--- config.mk ---
export PLATFORM = sky130hd
export DESIGN_NAME = lbic_top
export DESIGN_NICKNAME = d
export VERILOG_FILES = /design/src/hw/lbic_pwm.v /design/src/hw/lbic_gain.v /design/src/hw/lbic_top.v
export VERILOG_INCLUDE_DIRS = /design/src /design/src/common
export SDC_FILE = /design/constraint.sdc
export NUM_CORES = 1
export LEC_CHECK = 0
export BUFFER_PORTS_ARGS = -buffer_cell sky130_fd_sc_hd__buf_2
export CAP_MARGIN = 20
export CORE_MARGIN = 5
export CORE_UTILIZATION = 45
export DETAILED_ROUTE_END_ITERATION = 6
export PLACE_DENSITY_LB_ADDON = 0.15
export SYNTH_ARGS = -nofsm -noshare
export SYNTH_HDL_FRONTEND = slang
export SYNTH_HIERARCHICAL = 1
export SYNTH_SLANG_ARGS = --single-unit
--- constraint.sdc ---
create_clock -name core_clk_in -period 6.2 [get_ports core_clk_in]
set_input_delay 0.62 -clock core_clk_in [delete_from_list [all_inputs] [get_ports core_clk_in]]
set_output_delay 0.62 -clock core_clk_in [all_outputs]
set_load 0.01 [all_outputs]
--- src/common/lbic_regs.vh ---
`ifndef LBIC_REGS_VH
`define LBIC_REGS_VH

// Target address and byte shape
`define LBIC_DEV_ADDR 7'h36
`define LBIC_BYTE_BITS 4'h8

// Register addresses
`define LBIC_OFS_GP 8'h10
`define LBIC_OFS_MAIN 8'hA0
`define LBIC_OFS_AUX 8'hB0
`define LBIC_OFS_IND 8'hC0

// Power-on values
`define LBIC_RST_GP 8'h20
`define LBIC_RST_MAIN 8'hE0
`define LBIC_RST_AUX 8'hE0
`define LBIC_RST_IND 8'hFC

// General purpose field positions
`define LBIC_GP_MAIN_EN 0
`define LBIC_GP_AUX_EN 1
`define LBIC_GP_IND_EN 2
`define LBIC_GP_SENSE5 3
`define LBIC_GP_THIRD_AUX 4
`define LBIC_GP_WMASK 8'h1F

// Fixed upper bits of the brightness registers
`define LBIC_MAIN_FIXED 8'hE0
`define LBIC_AUX_FIXED 8'hE0
`define LBIC_IND_FIXED 8'hFC

// Timing
`define LBIC_CLK_HZ 20000000
`define LBIC_PWM_HZ 20000
`define LBIC_PWM_PERIOD_CYC (`LBIC_CLK_HZ / `LBIC_PWM_HZ)

`endif

--- src/hw/lbic_pwm.v ---
// Brightness code decoder and duty generator for one dimmed group
module lbic_pwm #(
  parameter PERIOD = 1000
) (
  input wire core_clk_in,
  input wire reset_n_in,
  input wire [9:0] phase_in,
  input wire [4:0] code_in,
  output reg [1:0] level_out,
  output reg on_out
);
  localparam [10:0] PER = PERIOD[10:0];

  // Code to {analog level, duty in sixteenths}
  function [6:0] lbic_decode;
    input [4:0] code;
    begin
      if (code < 5'h10) begin
        lbic_decode = {2'h0, code + 5'h01};
      end else if (code < 5'h17) begin
        lbic_decode = {2'h1, code - 5'h06};
      end else if (code < 5'h1D) begin
        lbic_decode = {2'h2, code - 5'h0C};
      end else if (code == 5'h1D) begin
        lbic_decode = {2'h3, 5'h0D};
      end else if (code == 5'h1E) begin
        lbic_decode = {2'h3, 5'h0F};
      end else begin
        lbic_decode = {2'h3, 5'h10};
      end
    end
  endfunction

  wire [6:0] dec = lbic_decode(code_in);
  wire [15:0] prod = {11'h000, dec[4:0]} * {5'h00, PER};
  wire [11:0] thr = prod[15:4];

  // Sink on for duty sixteenths of each period
  always @(posedge core_clk_in or negedge reset_n_in) begin
    if (!reset_n_in) begin
      level_out <= 2'h0;
      on_out <= 1'b0;
    end else begin
      level_out <= dec[6:5];
      on_out <= ({2'h0, phase_in} < thr);
    end
  end
endmodule // lbic_pwm

--- src/hw/lbic_gain.v ---
// Charge pump gain selection from headroom of active sinks
module lbic_gain (
  input wire core_clk_in,
  input wire reset_n_in,
  input wire [4:0] main_low_in,
  input wire [2:0] aux_low_in,
  input wire main_en_in,
  input wire aux_en_in,
  input wire sense5_in,
  input wire third_aux_in,
  output reg gain_high_out
);
  // Only enabled, sensed sinks count; indicator has no input here
  wire [4:0] main_mask = {sense5_in, 4'hF} & {5{main_en_in}};
  wire [2:0] aux_mask = {third_aux_in, 2'h3} & {3{aux_en_in}};
  wire any_low = |(main_low_in & main_mask) | |(aux_low_in & aux_mask);
  wire any_mon = |main_mask | |aux_mask;

  // Unity by default, 3/2 once headroom drops, unity when nothing monitored
  always @(posedge core_clk_in or negedge reset_n_in) begin
    if (!reset_n_in) begin
      gain_high_out <= 1'b0;
    end else if (!any_mon) begin
      gain_high_out <= 1'b0;
    end else if (any_low) begin
      gain_high_out <= 1'b1;
    end
  end
endmodule // lbic_gain

--- src/hw/lbic_top.v ---
`include "lbic_regs.vh"

// Write-only serial target, register bank, dimming and gain control
module lbic_top #(
  parameter PWM_PERIOD = `LBIC_PWM_PERIOD_CYC
) (
  input wire core_clk_in,
  input wire reset_n_in,
  input wire scl_in,
  input wire sda_in,
  output reg sda_out,
  output reg sda_oe_out,
  input wire [4:0] main_headroom_low_in,
  input wire [2:0] aux_headroom_low_in,
  output reg [4:0] main_sink_on_out,
  output reg [2:0] aux_sink_on_out,
  output reg indicator_sink_on_out,
  output reg [1:0] main_level_out,
  output reg [1:0] aux_level_out,
  output reg [1:0] indicator_level_out,
  output reg pump_gain_high_out,
  output reg bus_busy_out
);
  // Transfer states
  localparam [2:0] ST_IDLE = 3'h0;
  localparam [2:0] ST_ADDR = 3'h1;
  localparam [2:0] ST_REG = 3'h2;
  localparam [2:0] ST_DATA = 3'h3;
  localparam [2:0] ST_IGNORE = 3'h4;
  localparam [9:0] PHASE_LAST = PWM_PERIOD[9:0] - 10'h001;

  // Line synchronisers; stage 1 feeds stage 2 only
  reg scl_s1;
  reg scl_s2;
  reg scl_s3;
  reg sda_s1;
  reg sda_s2;
  reg sda_s3;
  reg [4:0] main_hr_s1;
  reg [4:0] main_hr_s2;
  reg [2:0] aux_hr_s1;
  reg [2:0] aux_hr_s2;

  // Target state
  reg [2:0] state;
  reg [3:0] bit_cnt;
  reg [7:0] shift;
  reg [7:0] reg_addr;
  reg in_ack;

  // Register bank
  reg [7:0] gp_enables;
  reg [7:0] main_bank_brightness;
  reg [7:0] aux_bank_brightness;
  reg [7:0] indicator_brightness;

  // Dimming phase
  reg [9:0] pwm_phase;

  wire main_pwm_on;
  wire aux_pwm_on;
  wire [1:0] main_lvl;
  wire [1:0] aux_lvl;
  wire gain_high;

  // Edges and bus conditions, seen on the synchronised lines
  wire scl_rise = scl_s2 & ~scl_s3;
  wire scl_fall = ~scl_s2 & scl_s3;
  wire start_det = scl_s2 & scl_s3 & sda_s3 & ~sda_s2;
  wire stop_det = scl_s2 & scl_s3 & ~sda_s3 & sda_s2;
  wire [7:0] byte_now = shift;

  wire main_group_enable = gp_enables[`LBIC_GP_MAIN_EN];
  wire aux_group_enable = gp_enables[`LBIC_GP_AUX_EN];
  wire indicator_enable = gp_enables[`LBIC_GP_IND_EN];
  wire fifth_main_sense_enable = gp_enables[`LBIC_GP_SENSE5];
  wire third_aux_sink_enable = gp_enables[`LBIC_GP_THIRD_AUX];

  // Three-stage capture of the bus lines, two-stage capture of the headroom flags
  always @(posedge core_clk_in or negedge reset_n_in) begin
    if (!reset_n_in) begin
      scl_s1 <= 1'b1;
      scl_s2 <= 1'b1;
      scl_s3 <= 1'b1;
      sda_s1 <= 1'b1;
      sda_s2 <= 1'b1;
      sda_s3 <= 1'b1;
      main_hr_s1 <= 5'h00;
      main_hr_s2 <= 5'h00;
      aux_hr_s1 <= 3'h0;
      aux_hr_s2 <= 3'h0;
    end else begin
      scl_s1 <= scl_in;
      scl_s2 <= scl_s1;
      scl_s3 <= scl_s2;
      sda_s1 <= sda_in;
      sda_s2 <= sda_s1;
      sda_s3 <= sda_s2;
      main_hr_s1 <= main_headroom_low_in;
      main_hr_s2 <= main_hr_s1;
      aux_hr_s1 <= aux_headroom_low_in;
      aux_hr_s2 <= aux_hr_s1;
    end
  end

  // Bus occupancy between start and stop
  always @(posedge core_clk_in or negedge reset_n_in) begin
    if (!reset_n_in) begin
      bus_busy_out <= 1'b0;
    end else if (start_det) begin
      bus_busy_out <= 1'b1;
    end else if (stop_det) begin
      bus_busy_out <= 1'b0;
    end
  end

  // Receive state machine: bits taken on clock rise, ack on clock low
  always @(posedge core_clk_in or negedge reset_n_in) begin
    if (!reset_n_in) begin
      state <= ST_IDLE;
      bit_cnt <= 4'h0;
      shift <= 8'h00;
      reg_addr <= 8'h00;
      in_ack <= 1'b0;
      sda_oe_out <= 1'b0;
      sda_out <= 1'b0;
    end else begin
      sda_out <= 1'b0;
      if (start_det) begin
        state <= ST_ADDR;
        bit_cnt <= 4'h0;
        in_ack <= 1'b0;
        sda_oe_out <= 1'b0;
      end else if (stop_det) begin
        state <= ST_IDLE;
        bit_cnt <= 4'h0;
        in_ack <= 1'b0;
        sda_oe_out <= 1'b0;
      end else if (state != ST_IDLE) begin
        if (scl_rise && !in_ack && bit_cnt < `LBIC_BYTE_BITS) begin
          shift <= {shift[6:0], sda_s2};
          bit_cnt <= bit_cnt + 4'h1;
        end else if (scl_fall && in_ack) begin
          // End of the ninth pulse: release the line
          in_ack <= 1'b0;
          sda_oe_out <= 1'b0;
          bit_cnt <= 4'h0;
        end else if (scl_fall && bit_cnt == `LBIC_BYTE_BITS) begin
          in_ack <= 1'b1;
          case (state)
            ST_ADDR: begin
              if (byte_now[7:1] == `LBIC_DEV_ADDR && !byte_now[0]) begin
                sda_oe_out <= 1'b1;
                state <= ST_REG;
              end else begin
                sda_oe_out <= 1'b0;
                state <= ST_IGNORE;
              end
            end
            ST_REG: begin
              reg_addr <= byte_now;
              sda_oe_out <= 1'b1;
              state <= ST_DATA;
            end
            ST_DATA: begin
              sda_oe_out <= 1'b1;
            end
            default: begin
              sda_oe_out <= 1'b0;
            end
          endcase
        end
      end
    end
  end

  // Data byte completes on the falling edge that opens the ack slot
  wire wr_strobe = !start_det && !stop_det && state == ST_DATA && !in_ack &&
    scl_fall && bit_cnt == `LBIC_BYTE_BITS;

  // Register bank writes; upper fixed bits always hold their power-on values
  always @(posedge core_clk_in or negedge reset_n_in) begin
    if (!reset_n_in) begin
      gp_enables <= `LBIC_RST_GP;
      main_bank_brightness <= `LBIC_RST_MAIN;
      aux_bank_brightness <= `LBIC_RST_AUX;
      indicator_brightness <= `LBIC_RST_IND;
    end else if (wr_strobe) begin
      if (reg_addr == `LBIC_OFS_GP) begin
        gp_enables <= (byte_now & `LBIC_GP_WMASK) | `LBIC_RST_GP;
      end else if (reg_addr == `LBIC_OFS_MAIN) begin
        main_bank_brightness <= byte_now | `LBIC_MAIN_FIXED;
      end else if (reg_addr == `LBIC_OFS_AUX) begin
        aux_bank_brightness <= byte_now | `LBIC_AUX_FIXED;
      end else if (reg_addr == `LBIC_OFS_IND) begin
        indicator_brightness <= byte_now | `LBIC_IND_FIXED;
      end
      // Any other address leaves the bank untouched
    end
  end

  // Free-running dimming phase, one period per 20 kHz cycle
  always @(posedge core_clk_in or negedge reset_n_in) begin
    if (!reset_n_in) begin
      pwm_phase <= 10'h000;
    end else if (pwm_phase == PHASE_LAST) begin
      pwm_phase <= 10'h000;
    end else begin
      pwm_phase <= pwm_phase + 10'h001;
    end
  end

  // Main group dimming
  lbic_pwm #(
    .PERIOD(PWM_PERIOD)
  ) u_main_pwm (
    .core_clk_in(core_clk_in),
    .reset_n_in(reset_n_in),
    .phase_in(pwm_phase),
    .code_in(main_bank_brightness[4:0]),
    .level_out(main_lvl),
    .on_out(main_pwm_on)
  );

  // Aux group dimming
  lbic_pwm #(
    .PERIOD(PWM_PERIOD)
  ) u_aux_pwm (
    .core_clk_in(core_clk_in),
    .reset_n_in(reset_n_in),
    .phase_in(pwm_phase),
    .code_in(aux_bank_brightness[4:0]),
    .level_out(aux_lvl),
    .on_out(aux_pwm_on)
  );

  // Pump gain from monitored headroom
  lbic_gain u_gain (
    .core_clk_in(core_clk_in),
    .reset_n_in(reset_n_in),
    .main_low_in(main_hr_s2),
    .aux_low_in(aux_hr_s2),
    .main_en_in(main_group_enable),
    .aux_en_in(aux_group_enable),
    .sense5_in(fifth_main_sense_enable),
    .third_aux_in(third_aux_sink_enable),
    .gain_high_out(gain_high)
  );

  // Registered sink drives and levels
  always @(posedge core_clk_in or negedge reset_n_in) begin
    if (!reset_n_in) begin
      main_sink_on_out <= 5'h00;
      aux_sink_on_out <= 3'h0;
      indicator_sink_on_out <= 1'b0;
      main_level_out <= 2'h0;
      aux_level_out <= 2'h0;
      indicator_level_out <= 2'h0;
      pump_gain_high_out <= 1'b0;
    end else begin
      main_sink_on_out <= {5{main_group_enable & main_pwm_on}};
      aux_sink_on_out <= {third_aux_sink_enable, 2'h3} & {3{aux_group_enable & aux_pwm_on}};
      indicator_sink_on_out <= indicator_enable;
      main_level_out <= main_lvl;
      aux_level_out <= aux_lvl;
      indicator_level_out <= indicator_brightness[1:0];
      pump_gain_high_out <= gain_high;
    end
  end
endmodule // lbic_top

==> results of run 1 <==
Yosys cell counts, types with 11 or more instances:
library cell,number
dfrtp_1,87
nand2_1,21
fa_1,20
o21ai_0,23
nor2_1,26
xor2_1,13
mux2_2,28
nand3_1,11
ha_1,79
inv_1,45
xnor2_1,13
a21oi_1,28
metal layers:
layer / GRT usage [%] / wire [µm]
met5: 0 / 0
met2: 24.5 / 5260
met1: 20.3 / 5580
met3: 3.13 / 391
met4: 3.97 / 115
power by group through the flow:
stage	Clock, mW	Sequential, mW	Combinational [mW]
6_report	0.535	0.651	0.0419
5_1_grt	0.576	0.655	0.0495
4_1_cts	0.550	0.651	0.0434
3_5_place_dp	0	0.663	0.0430
3_3_place_gp	0	0.663	0.0421
2_1_floorplan	0	0.651	0.0237
per-stage QoR:
stage / setup slack, ns / hold slack (ns) / cell area (µm²) / total power, mW
final: 0.554 / 0.250 / 6720 / 1.23
after global routing: 0.0694 / 0.293 / 6720 / 1.28
after CTS: 0.536 / 0.267 / 6720 / 1.24
after detailed placement: 0.550 / 0.336 / 6420 / 0.706
after global placement: 0.645 / 0.333 / 6420 / 0.705
after floorplan: 1.10 / 0.324 / 6170 / 0.674
final cells by class:
cell class                      instances  area (µm²)
Clock inverter                          7        68.8
Multi-Input combinational cell        400        3520
Clock buffer                            9         225
Timing Repair Buffer                   31         163
Inverter                               48         183
Sequential cell                        93        2330
Tap cell                              176         220
Fill cell                            1230        6630
worst max-delay path, cell delays in order, from the launching register on:
cell      delay (ns)
dfrtp_1         0.54
ha_2            0.38
a21oi_4         0.07
a221oi_1        0.44
o221a_2         0.30
inv_1           0.12
fa_1            0.63
inv_1           0.12
fa_1            0.54
inv_1           0.06
fa_1            0.50
ha_1            0.32
o21ai_0         0.21
o21bai_1        0.09
a21oi_1         0.18
xor2_1          0.11
ha_1            0.30
nand4_1         0.08
a211oi_1        0.21
o21ai_0         0.11
a21oi_1         0.16
o31ai_2         0.07
kinds of logic after synthesis:
group / Yosys count / synth area share [%]
xor+xnor: 26 / 3.69
fa+ha+maj: 99 / 22.5
simple gates: 131 / 12.5
mux: 35 / 6.65
other cells: 1 / 0.0608
flops: 93 / 37.8
buf+inv: 65 / 5.07
compound gates: 108 / 11.7
flip-flops by register name, indices dropped and copies added (netlist names), 4 cells and up:
register              count
pwm_phase                10
gp_enables                5
reg_addr                  8
main_hr_s2                5
aux_bank_brightness       5
bit_cnt                   4
byte_now                  8
main_hr_s1                5
main_bank_brightness      5
path summary, 6_finish.rpt:
kind                                        start                  to  slack [ns]  cells past startpoint
max                        aux_bank_brightness[2]    u_aux_pwm/on_out        0.55                     21
min                                    reset_n_in  pump_gain_high_out        0.25                      1
max reg2reg                aux_bank_brightness[2]    u_aux_pwm/on_out        0.55                     21
min reg2reg                          aux_hr_s1[0]        aux_hr_s2[0]        0.35                      0
max in group asynchronous              reset_n_in          bit_cnt[3]        4.91                      2
min in group core_clk_in             aux_hr_s1[0]        aux_hr_s2[0]        0.35                      0
layout by cell type (no fill, tap or decap), drive strengths merged, types with 4 or more instances in the layout:
cell type	count
nand2b	8
o21bai	4
or3	4
dfrtp	87
inv	51
clkbuf	9
mux2	33
fa	20
a211oi	8
o21a	4
a21oi	31
nand3	11
o211ai	6
a31oi	7
o22ai	5
and3	4
xor2	13
nor3	11
xnor2	13
o21ai	24
nor2	26
buf	31
dfstp	6
and2	7
nand4	9
nor4b	4
nand2	21
ha	79
nor2b	6
==> summary.txt, run 1 <==
Floorplanning
  • Starting Density: 46.2%
  • Die extent in x: 127 µm
  • Cell row count: 42
  • Die outline area: 16200 µm²
  • Chip Height: 127 µm
  • Core Area: 13300 µm²
  • I/O pins: 31

Yosys
  • Mapped cell area: 6170 µm²
  • Register area share after synthesis: 37.8%
  • Mapped Nets: 669
  • Synth area leaders: dfrtp_1 35%, ha_1 16%, fa_1 6.5%
  • Cells after synthesis: 558
  • Ys async rst share: 100%
  • Synth Area per Inst: 11.1 µm²
  • Dominant cell type by area after synthesis: dfrtp_1
  • YS warnings: 6
  • Most used flip-flop cell after synthesis: dfrtp_1
  • Post-synth EDFFs: 0
  • Synth Register Bits: 93
  • Yosys cell types: 72
  • Area share of the leading cell type in the synthesized netlist: 35.3%

Pwr
  • Pwr dens: 183 nW/µm²
  • Worst VDD drop: 0.177 mV
  • Switching power: 0.303 mW
  • Seq pwr share: 53.0%
  • Sw frac: 24.7%
  • Combinational share of power: 3.4%
  • Leak: 3.38 nW
  • Clock share of power: 43.5%
  • P_int: 0.925 mW

Place
  • Final GP Congestion: 0.929
  • IO buf count: 29
  • Post-Place Cells: 748
  • Detail Placement HPWL: 8650 µm

Detailed routing
  • DR pass1 iterations: 5
  • DR WL/cell: 14.9 µm
  • Routed vias/inst: 5.44
  • Routed wire length: 11400 µm
  • First DRT Iteration DRCs: 275
  • Drc violations: 0
  • DR vias: 4154
  • DRT antenna net count: 0

Setup path
  • Crit Path Max Fanout: 9
  • CP Class: flop to flop
  • Setup crit end kind: flop
  • Required @ worst endpoint: 6.42 ns
  • Critical Path AT: 5.87 ns
  • CP Launch Type: flop

Timing
  • Max Slew Vio Count: 0
  • Final setup TNS: 0 ns
  • Slew @ Worst Pin: 0.827 ns
  • Fin crit share: 91.1%
  • Worst Skew: 0.00840 ns
  • Endpoints failing setup: 0
  • RSZ-0062 raised after global routing: no
  • Rel. slew slack: 44.4%
  • Fmax: 177 MHz
  • Hold Violations, Final: 0
  • Fin crit period: 5.65 ns

Finish
  • Final design utilization: 50.3%
  • Non-filler cells, final: 764
  • Synthesis-to-finish area growth: 8.90%
  • Diode count: 0
  • Fin nets: 694
  • Layout cells sized above 1: 18.5%

Global routing
  • Overflow left after global routing: 0
  • GRT Total Usage: 15.0%
  • Initial antenna violation count: 0
  • Global-route wire length before repair: 20100 µm
  • Vias in the first global route: 4312
  • Largest net degree at the start of global routing: 52

Run
  • MaxCap Viol Count: 0

Clock network
  • Clock Latency Late Sink: 0.34 ns
  • CTS tree: done
  • CTS Buffer Depth: 2
  • CTS sink count: 93
  • Num CTS Buffers: 9
  • Reg clk slew, reported paths: 0.07 ns
  • Clock root cell: clkbuf_16
  • Setup Fix Bufs, Post-CTS: 0
  • Resized Gates After CTS: 0
  • Hold buffers post-CTS: 0
  • H-Tree Depth: 3

Outcome
  • Status: complete, no violations

Worst hold path
  • Worst min-delay path category: input port to async pin
Note: power is estimated with default switching activity, not from simulation.
==> inputs of run 2 (changes only) <==
--- a/config.mk
+++ b/config.mk
@@ -8,6 +8,8 @@
 export LEC_CHECK = 0
 export BUFFER_PORTS_ARGS = -buffer_cell sky130_fd_sc_hd__buf_2
 export CAP_MARGIN = 20
+export CELL_PAD_IN_SITES_DETAIL_PLACEMENT = 0
+export CELL_PAD_IN_SITES_GLOBAL_PLACEMENT = 1
 export CORE_MARGIN = 5
 export CORE_UTILIZATION = 45
 export DETAILED_ROUTE_END_ITERATION = 6
==> summary.txt, run 2 (synthesized netlist as in run 1, its figures left out) <==
Outcome
  • Status: complete, no violations

Setup path
  • Crit Path Max Fanout: 9 (unchanged)
  • Critical Path AT: 5.82 ns (-0.05 ns)
  • Setup crit end kind: flop
  • CP Launch Type: flop
  • Required @ worst endpoint: 6.42 ns (about the same)
  • CP Class: flop to flop

Clock network
  • Reg clk slew, reported paths: 0.07 ns (about the same)
  • Clock Latency Late Sink: 0.35 ns (about the same)
  • Clock root cell: clkbuf_16
  • Hold buffers post-CTS: 0 (unchanged)
  • CTS Buffer Depth: 2 (unchanged)
  • Setup Fix Bufs, Post-CTS: 0 (unchanged)
  • H-Tree Depth: 3 (unchanged)
  • CTS tree: done
  • CTS sink count: 93 (unchanged)
  • Num CTS Buffers: 9 (unchanged)

Floorplanning
  • Die extent in x: 127 µm (unchanged)
  • Starting Density: 46.2% (unchanged)
  • Chip Height: 127 µm (unchanged)
  • Cell row count: 42 (unchanged)
  • Die outline area: 16200 µm² (unchanged)
  • Core Area: 13300 µm² (unchanged)
  • I/O pins: 31 (unchanged)

Detailed routing
  • DR pass1 iterations: 6 (+1)
  • First DRT Iteration DRCs: 277 (+0.73%)
  • DR WL/cell: 14.7 µm (-0.87%)
  • Routed vias/inst: 5.25 (-3.5%)
  • DR vias: 4008 (-3.5%)
  • Drc violations: 0 (unchanged)
  • DRT antenna net count: 0 (unchanged)
  • Routed wire length: 11300 µm (-0.87%)

Global routing
  • GRT Total Usage: 15.1% (+0.15 points)
  • Global-route wire length before repair: 20200 µm (+0.48%)
  • Initial antenna violation count: 0 (unchanged)
  • Vias in the first global route: 4024 (-6.7%)
  • Overflow left after global routing: 0 (unchanged)
  • Largest net degree at the start of global routing: 52 (unchanged)

Finish
  • Most common cell after layout, fill and taps aside: dfrtp_1
  • Fin nets: 694 (unchanged)
  • Layout cells sized above 1: 18.5% (unchanged)
  • Synthesis-to-finish area growth: 8.86% (about the same)
  • Diode count: 0 (unchanged)
  • Number of flip-flops in the largest register: 10 (unchanged)
  • Most frequent cells in the layout: 87 x dfrtp_1, 78 x ha_1, 45 x inv_1
  • Largest Register: pwm_phase

Run
  • MaxCap Viol Count: 0 (unchanged)

Timing
  • Final setup TNS: 0 ns (unchanged)
  • Fin crit share: 90.2% (-0.83 points)
  • Hold Violations, Final: 0 (unchanged)
  • Endpoints failing setup: 0 (unchanged)
  • Fmax: 179 MHz (+0.92%)
  • Max Slew Vio Count: 0 (unchanged)
  • Fin crit period: 5.59 ns (-0.0515 ns)
  • Slew @ Worst Pin: 0.845 ns (+0.0173 ns)
  • RSZ-0062 raised after global routing: no
  • Rel. slew slack: 43.3% (-1.2 points)
  • Worst Skew: 0.00892 ns (+0.000525 ns)

Place
  • Detail Placement HPWL: 8560 µm (-1.0%)
  • Final GP Congestion: 0.820 (-12%)
  • IO buf count: 29 (unchanged)

Pwr
  • Leak: 3.37 nW (-0.14%)
  • Worst VDD drop: 0.114 mV (-35%)
  • Total power: 1.23 mW (+0.12%)
  • Pwr dens: 183 nW/µm² (+0.16%)

Worst hold path
  • Worst min-delay path category: input port to async pin
## run 2: where the power goes
| group | internal, mW | switching [mW] | leakage (nW) |
|---|---|---|---|
| logic | 0.0173 | 0.0249 | 2.03 |
| clock network | 0.282 | 0.253 | 0.138 |
| registers | 0.625 | 0.0257 | 1.21 |
## run 2: final cells by class
class	count	area (µm²)
fill	1234	6630
tap	176	220
clock buffer	9	225
clock inverter	7	66.3
multi-input combinational	400	3520
inverter	48	183
sequential	93	2330
timing repair buffer	31	163
## run 2: path summary, 6_finish.rpt
| kind | slack (ns) | from | cells after the start | endpoint |
|---|---|---|---|---|
| min | 0.26 | reset_n_in | 1 | bus_busy_out |
| max | 0.61 | aux_bank_brightness[2] | 21 | u_aux_pwm/on_out |
| max in group asynchronous | 4.92 | reset_n_in | 2 | main_hr_s1[3] |
| min reg2reg | 0.35 | main_hr_s1[1] | 0 | main_hr_s2[1] |
| max reg2reg | 0.61 | aux_bank_brightness[2] | 21 | u_aux_pwm/on_out |
| min in group core_clk_in | 0.35 | main_hr_s1[1] | 0 | main_hr_s2[1] |
## run 2: critical path: stages (launching register included)
cell	delay, ns
dfrtp_1	0.53
ha_2	0.37
a21oi_4	0.06
a221oi_1	0.38
o221a_2	0.30
inv_1	0.12
fa_1	0.63
inv_1	0.11
fa_1	0.55
inv_1	0.06
fa_1	0.47
ha_1	0.25
a211oi_1	0.25
o21bai_1	0.13
a21oi_1	0.18
xor2_1	0.11
ha_1	0.31
nand4_1	0.11
a211oi_1	0.21
o21ai_0	0.11
a21oi_1	0.15
o31ai_2	0.09
## run 2: per-layer routing
metal | track usage (%) | up-vias | part of all wire, %
met3 | 2.80 | 9 | 3.3
met1 | 22.4 | 1923 | 51
met5 | 0 | - | 0
li1 | - | 2016 | -
met4 | 3.97 | 0 | 1.1
met2 | 22.9 | 60 | 45
## run 2: what timing repair did
action / CTS / global route
endpoints found under the setup margin: 0 / 1
resized for setup: 0 / 1
endpoints found under the hold margin: 0 / 0
## run 2: per-stage QoR
step	hold WS, ns	std cells	setup slack (ns)	utilization (%)	instance area, µm²
final	0.258	764	0.605	50.3	6720
after global routing	0.312	764	0.0786	50.3	6720
after CTS	0.278	764	0.492	50.3	6710
after detailed placement	0.335	748	0.549	48.1	6420
after global placement	0.331	748	0.547	48.1	6420
after floorplan	0.324	558	1.10	-	6170
